===== config.mk =====
export PLATFORM = sky130hd
export DESIGN_NAME = csel_loader
export DESIGN_NICKNAME = d
export VERILOG_FILES = /design/src/csel_pkg.sv /design/src/csel_loader.sv /design/src/csel_rate_decode.sv
export SDC_FILE = /design/constraint.sdc
export NUM_CORES = 1
export LEC_CHECK = 0
export BUFFER_PORTS_ARGS = -buffer_cell sky130_fd_sc_hd__buf_2
export CAP_MARGIN = 0
export CORE_UTILIZATION = 45
export DETAILED_ROUTE_END_ITERATION = 12
export HOLD_SLACK_MARGIN = 0.03
export PLACE_DENSITY = 0.82
export SETUP_SLACK_MARGIN = 0.5
export SLEW_MARGIN = 20
export SYNTH_ARGS = -nofsm -noshare
export SYNTH_HDL_FRONTEND = slang
export SYNTH_HIERARCHICAL = 1
export SYNTH_SLANG_ARGS = --single-unit

===== constraint.sdc =====
create_clock -name clk_sys -period 4 [get_ports clk_sys]
set_input_delay 0.8 -clock clk_sys [delete_from_list [all_inputs] [get_ports clk_sys]]
set_output_delay 0.8 -clock clk_sys [all_outputs]
set_load 0.05 [all_outputs]

===== src/csel_pkg.sv =====
// constants shared by the node number and bit rate loader
// assumes one 250 MHz clock and a synchronous active-high reset
package csel_pkg;

  // factory setting
  localparam logic [6:0]  CSEL_DEF_NODE      = 7'h01;    // node number out of the box
  localparam logic [7:0]  CSEL_DEF_RATE_CODE = 8'h88;    // 1000 kBd in stored-code form

  // selection code split
  localparam logic [7:0]  CSEL_CODE_ZERO     = 8'h00;    // node from object, fixed rate
  localparam logic [7:0]  CSEL_CODE_SPLIT    = 8'h80;    // first code with stored rate
  localparam logic [7:0]  CSEL_NODE_OFFSET   = 8'h80;    // 128 taken off upper codes

  // stored bit rate codes and their rates in kBd
  localparam logic [7:0]  CSEL_RC_10         = 8'h81;
  localparam logic [7:0]  CSEL_RC_20         = 8'h82;
  localparam logic [7:0]  CSEL_RC_50         = 8'h83;
  localparam logic [7:0]  CSEL_RC_125        = 8'h84;
  localparam logic [7:0]  CSEL_RC_250        = 8'h85;
  localparam logic [7:0]  CSEL_RC_500        = 8'h86;
  localparam logic [7:0]  CSEL_RC_1000       = 8'h88;
  localparam logic [9:0]  CSEL_KBD_10        = 10'h00A;
  localparam logic [9:0]  CSEL_KBD_20        = 10'h014;
  localparam logic [9:0]  CSEL_KBD_50        = 10'h032;
  localparam logic [9:0]  CSEL_KBD_125       = 10'h07D;
  localparam logic [9:0]  CSEL_KBD_250       = 10'h0FA;
  localparam logic [9:0]  CSEL_KBD_500       = 10'h1F4;
  localparam logic [9:0]  CSEL_KBD_1000      = 10'h3E8;

  // interface check frames, first byte in bits 63:56
  localparam logic [63:0] CSEL_SW_UPLOAD_REQ = 64'h4041_6000_0000_0000;
  localparam logic [7:0]  CSEL_UPLOAD_RESP   = 8'h4B;    // two data bytes answer
  localparam logic [15:0] CSEL_SW_INDEX      = 16'h6041; // statusword object
  localparam logic [7:0]  CSEL_SW_SUBINDEX   = 8'h00;

  // timing
  localparam int          CSEL_SETTLE_CYC    = 4;        // switch settle wait, cycles

  // loader states, one-hot
  typedef enum logic [2:0] {
    CSEL_ST_SETTLE = 3'b001,
    CSEL_ST_LOAD   = 3'b010,
    CSEL_ST_RUN    = 3'b100
  } csel_state_t;

endpackage : csel_pkg


===== src/csel_loader.sv =====
// start-up loader of the bus node number and bit rate
// assumes switches arrive from pins; stored and file settings come from
// logic on clk_sys and hold steady while the loader runs
// How it works
// - default node one at 1000 kBd
// - high switch upper digit, low switch lower
// - codes 0x01 to 0x7F: fixed rate, node equals code; code 0x00: fixed rate, object node
// - codes above 0x80: stored rate, node code minus 128; code 0x80: stored rate, object node
// - stored rate codes map to listed rates
// - load default, stored, file, then switches
// - changes apply only after reset or comm reset
// - statusword upload request while config_done gets two data byte answer, zero padded
`timescale 1ns/1ps
module csel_loader
  import csel_pkg::*;
#(
  parameter int SETTLE_CYCLES = CSEL_SETTLE_CYC  // wait for synchronised switches
)(
  input  wire logic        clk_sys,
  input  wire logic        rst,
  input  wire logic [3:0]  switch_low_digit,     // first rotary switch, pin
  input  wire logic [3:0]  switch_high_digit,    // second rotary switch, pin
  input  wire logic        stored_present,       // persistent copy exists
  input  wire logic [6:0]  stored_node_number,
  input  wire logic [7:0]  stored_bit_rate_code,
  input  wire logic        cfg_node_present,     // file sets node number
  input  wire logic [6:0]  cfg_node_number,
  input  wire logic        cfg_rate_present,     // file sets bit rate code
  input  wire logic [7:0]  cfg_bit_rate_code,
  input  wire logic        comm_reset,           // reset-communication pulse
  input  wire logic        sdo_req_valid,
  input  wire logic [63:0] sdo_req_data,
  input  wire logic [15:0] statusword,
  output logic      [6:0]  node_id,
  output logic      [7:0]  bit_rate_code,
  output logic      [9:0]  bit_rate_kbd,
  output logic             config_done,
  output logic             sdo_resp_valid,
  output logic      [63:0] sdo_resp_data
);

  // the settle counter is 8 bits and must outlast the synchroniser
  if (SETTLE_CYCLES < 2 || SETTLE_CYCLES > 255) begin : g_chk
    $error("csel_loader: SETTLE_CYCLES out of range");
  end

  localparam logic [7:0] SETTLE_LAST = 8'(SETTLE_CYCLES - 1);

  // switch synchronisers; the _m stage feeds nothing but the _s stage
  logic [7:0]  sw_m_r;         // first stage
  logic [7:0]  sw_s_r;         // second stage, safe to read
  logic [7:0]  sw_m_nxt;
  logic [7:0]  sw_s_nxt;

  // loader state
  csel_state_t state_r;        // current phase
  csel_state_t state_nxt;
  logic [7:0]  settle_r;       // cycles spent settling
  logic [7:0]  settle_nxt;
  logic [6:0]  node_r;         // applied node number
  logic [6:0]  node_nxt;
  logic [7:0]  rate_r;         // applied rate code
  logic [7:0]  rate_nxt;
  logic [9:0]  kbd_r;          // applied rate in kBd, registered
  logic [9:0]  kbd_nxt;
  logic        done_r;         // settings applied
  logic        done_nxt;

  // interface check answer
  logic        resp_vld_r;
  logic        resp_vld_nxt;
  logic [63:0] resp_r;
  logic [63:0] resp_nxt;

  // object values after the first three load steps
  logic [6:0]  obj_node;
  logic [7:0]  obj_rate;
  logic [9:0]  stored_kbd;     // unused width, only validity matters
  logic        stored_ok;
  logic [9:0]  cfg_kbd;
  logic        cfg_ok;
  logic        out_ok;

  csel_rate_decode u_dec_stored (
    .rate_code (stored_bit_rate_code),
    .rate_kbd  (stored_kbd),
    .rate_ok   (stored_ok)
  );

  csel_rate_decode u_dec_cfg (
    .rate_code (cfg_bit_rate_code),
    .rate_kbd  (cfg_kbd),
    .rate_ok   (cfg_ok)
  );

  // rate reported outward, decoded ahead so the output comes from a flop
  csel_rate_decode u_dec_out (
    .rate_code (rate_nxt),
    .rate_kbd  (kbd_nxt),
    .rate_ok   (out_ok)
  );

  // object layering; a bad rate code cannot override a good one
  always_comb begin
    obj_node = CSEL_DEF_NODE;
    obj_rate = CSEL_DEF_RATE_CODE;
    if (stored_present) begin
      obj_node = stored_node_number;
      if (stored_ok) begin
        obj_rate = stored_bit_rate_code;
      end
    end
    if (cfg_node_present) begin
      obj_node = cfg_node_number;
    end
    if (cfg_rate_present && cfg_ok) begin
      obj_rate = cfg_bit_rate_code;
    end
  end

  // synchroniser next values
  always_comb begin
    sw_m_nxt = {switch_high_digit, switch_low_digit};
    sw_s_nxt = sw_m_r;
  end

  always_ff @(posedge clk_sys) begin
    sw_m_r <= sw_m_nxt;
    sw_s_r <= sw_s_nxt;
  end

  // phase sequencing and the final switch step of the load
  always_comb begin
    state_nxt  = state_r;
    settle_nxt = settle_r;
    node_nxt   = node_r;
    rate_nxt   = rate_r;
    done_nxt   = done_r;
    unique case (state_r)
      CSEL_ST_SETTLE: begin
        // let the switch synchroniser fill before sampling
        settle_nxt = settle_r + 8'h01;
        if (settle_r == SETTLE_LAST) begin
          state_nxt = CSEL_ST_LOAD;
        end
      end
      CSEL_ST_LOAD: begin
        // switches take over last, one sample only
        if (sw_s_r == CSEL_CODE_ZERO) begin
          node_nxt = obj_node;
          rate_nxt = CSEL_RC_1000;
        end else if (sw_s_r < CSEL_CODE_SPLIT) begin
          node_nxt = sw_s_r[6:0];
          rate_nxt = CSEL_RC_1000;
        end else if (sw_s_r == CSEL_CODE_SPLIT) begin
          node_nxt = obj_node;
          rate_nxt = obj_rate;
        end else begin
          node_nxt = 7'(sw_s_r - CSEL_NODE_OFFSET);
          rate_nxt = obj_rate;
        end
        done_nxt  = 1'b1;
        state_nxt = CSEL_ST_RUN;
      end
      CSEL_ST_RUN: begin
        // held until a comm reset; stored edits wait for it
        if (comm_reset) begin
          done_nxt   = 1'b0;
          settle_nxt = 8'h00;
          state_nxt  = CSEL_ST_SETTLE;
        end
      end
    endcase
  end

  always_ff @(posedge clk_sys) begin
    if (rst) begin
      state_r  <= CSEL_ST_SETTLE;
      settle_r <= 8'h00;
      node_r   <= CSEL_DEF_NODE;
      rate_r   <= CSEL_DEF_RATE_CODE;
      kbd_r    <= CSEL_KBD_1000;
      done_r   <= 1'b0;
    end else begin
      state_r  <= state_nxt;
      settle_r <= settle_nxt;
      node_r   <= node_nxt;
      rate_r   <= rate_nxt;
      kbd_r    <= kbd_nxt;
      done_r   <= done_nxt;
    end
  end

  // statusword upload answer, low byte first, padded with zeros
  always_comb begin
    resp_vld_nxt = 1'b0;
    resp_nxt     = resp_r;
    if (sdo_req_valid && done_r && sdo_req_data == CSEL_SW_UPLOAD_REQ) begin
      resp_vld_nxt = 1'b1;
      resp_nxt     = {CSEL_UPLOAD_RESP, CSEL_SW_INDEX[7:0], CSEL_SW_INDEX[15:8],
                      CSEL_SW_SUBINDEX, statusword[7:0], statusword[15:8], 16'h0000};
    end
  end

  always_ff @(posedge clk_sys) begin
    if (rst) begin
      resp_vld_r <= 1'b0;
      resp_r     <= 64'h0000_0000_0000_0000;
    end else begin
      resp_vld_r <= resp_vld_nxt;
      resp_r     <= resp_nxt;
    end
  end

  assign node_id        = node_r;
  assign bit_rate_code  = rate_r;
  assign bit_rate_kbd   = kbd_r;
  assign config_done    = done_r;
  assign sdo_resp_valid = resp_vld_r;
  assign sdo_resp_data  = resp_r;
endmodule : csel_loader


===== src/csel_rate_decode.sv =====
// decoder from stored bit rate code to rate in kBd
// assumes a combinational caller; unknown codes report not valid
`timescale 1ns/1ps
module csel_rate_decode
  import csel_pkg::*;
(
  input  wire logic [7:0] rate_code,
  output logic      [9:0] rate_kbd,
  output logic            rate_ok
);

  // table lookup; 0x87 is a hole in the table and stays invalid
  always_comb begin
    rate_ok  = 1'b1;
    rate_kbd = 10'h000;
    unique case (rate_code)
      CSEL_RC_10:   rate_kbd = CSEL_KBD_10;
      CSEL_RC_20:   rate_kbd = CSEL_KBD_20;
      CSEL_RC_50:   rate_kbd = CSEL_KBD_50;
      CSEL_RC_125:  rate_kbd = CSEL_KBD_125;
      CSEL_RC_250:  rate_kbd = CSEL_KBD_250;
      CSEL_RC_500:  rate_kbd = CSEL_KBD_500;
      CSEL_RC_1000: rate_kbd = CSEL_KBD_1000;
      default:      rate_ok  = 1'b0;          // any other code
    endcase
  end

endmodule : csel_rate_decode

==> metrics <==
status finished, final reports clean; boundary pin count 216; Syn Area/Cell 8.718 um^2; detailed placement HPWL 6.795 mm; share of cells above drive strength 1 37.46%; Final Worst Setup Slack 0.7063 ns; Finish-stage setup viols 0; Crit Path Max Fanout 9; initial DRC count 97; Die W 89.92 um; Final Hold Fails 0; die area 0.008086 mm^2; Finished Cell Area 0.004330 mm^2; Slowest-stage cell, CP or4b_1; Post-Place Cell Area 0.004173 mm^2; Worst Hold Class register to register; final worst path period share 82.34%; total of max-cap violations 0; Startpoint Class input pin; Slew @ Worst Pin 0.5974 ns; Crit Path Category input pin to register; yosys warns 6; Post-CTS Setup Inserts 0; CTS max path bufs 2; RSZ-0062 raised after global routing false; total number of vias 3218; largest net degree at the start of global routing 39; initial antenna violation count 0; Leak Pwr 2.105 nW; Critical Path Sink Type register; DR WL/cell 12.91 um; # nets final 679; largest delay contributor family on the critical path simple AND/OR/NAND/NOR gates; Non-Filler Instances 657; worst path cell trace buf_2 -> or4b_1 -> and4bb_2 -> nand2_1 -> and3_1 -> a22oi_1 -> o21ai_0 -> or4b_1 -> nor2_1 -> and3_1 -> nor2b_1; power density cells 371.3 mW/mm^2; Slew HR 60.09%; clk slew on worst S/H paths 0.06 ns; Die Ht 89.92 um; gr ovfl total 0; Worst-Skew Late Latency 0.33 ns; final core utilization 58.76%; Routability Congestion 0.8308; Initial Util 47.20%; fin crit period 3.294 ns; H-tree level count 3; hold buffer count at CTS 0; Mapped Area 0.003478 mm^2; Fin Setup TNS 0 ns; WP buf/inv 1; Critical Path RT 4.26 ns; Post-Place Cells 641; drt total wl 8.482 mm; Fmax 303.6 MHz; max incr delay on CP 0.70 ns; first drt pass iteration count 5; peak supply drop 241.6 uV; dpl ws 0.4215 ns; GR Util All Layers 20.62%; Num CTS Buffers 9; port bufs 175; first-pass GRT wire length 13.65 mm; Post-Synthesis Cells 399; filler instances 692; Slew Viols, Final 0; Root Buffer clkbuf_8; via-per-instance ratio 4.898; Worst Clk Skew 0.008517 ns; vias in the first global route 3090; Remaining DRCs 0; Critical Path AT 3.55 ns; Row Count 31; CTS sink cnt 71; CTS tree done; CORE AREA 0.007370 mm^2; n_diodes 0; post_cts resized 0; Area Growth Syn to Fin 24.50%; Routed Antenna Nets 0
==> cell usage in the layout (no fill, tap or decap), drive strengths merged, types with 4 or more instances in the layout <==
cell / count
a22oi: 10
nor4: 15
nor3: 17
nand3: 4
nand2b: 37
or2: 9
and3: 4
mux2i: 16
conb: 40
o21ai: 12
inv: 4
nand4: 5
dfxtp: 71
nor4b: 5
xor2: 7
nand2: 20
nor2b: 13
a21oi: 8
and2: 4
buf: 181
nor2: 30
clkbuf: 12
==> through the flow <==
step	total power, W	hold WS [ns]
final	0.001608	0.3283
after global routing	0.001697	0.3341
after CTS	0.001628	0.3281
after detailed placement	0.001156	0.3121
after global placement	0.001144	0.3108
after floorplan	0.001080	0.3096
==> state kept, by name, summed over array words and instances, names as in the netlist, 3 cells and up <==
signal and flops:
bit_rate_code 8, sdo_resp_data 17, settle_r 8, state_r 3
node_id 7, sw_m_r 8, bit_rate_kbd 10, sw_s_r 8
==> power by group <==
part | internal (W) | total, W | switching, W | leakage (nW)
Combinational | 0.000117 | 0.000359 | 0.000242 | 1.45
Sequential | 0.000749 | 0.000782 | 0.0000330 | 0.580
Clock | 0.000222 | 0.000468 | 0.000245 | 0.0801
Total | 0.00109 | 0.00161 | 0.000520 | 2.11
==> layout make-up <==
type                            count  area [um^2]  share of cell area (%)
Tap cell                           99        123.9                   2.860
Clock buffer                       12        135.1                   3.120
Multi-Input combinational cell    286         1692                   39.06
Clock inverter                      4        22.52                  0.5201
Timing Repair Buffer              181        920.9                   21.27
Inverter                            4        15.01                  0.3467
Sequential cell                    71         1421                   32.82
==> routing by layer <==
metal  GRT usage (%)  wire length [um]  part of all wire [%]
met2           38.01              4337                    51
met1           22.01              3347                    39
met3           5.330               630                   7.4
met4           9.274               167                   2.0
met5               0                 0                     0
==> final timing paths <==
| kind | start | endpoint | slack (ns) | cells past startpoint |
|---|---|---|---|---|
| worst min-delay path | sw_m_r[5] | sw_s_r[5] | 0.33 | 0 |
| worst max register to register | state_r[2] | bit_rate_kbd[1] | 1.60 | 8 |
| worst min register to register | sw_m_r[5] | sw_s_r[5] | 0.33 | 0 |
| worst max-delay path | cfg_bit_rate_code[5] | bit_rate_kbd[1] | 0.71 | 11 |
Power figures use the tool's default switching activity.
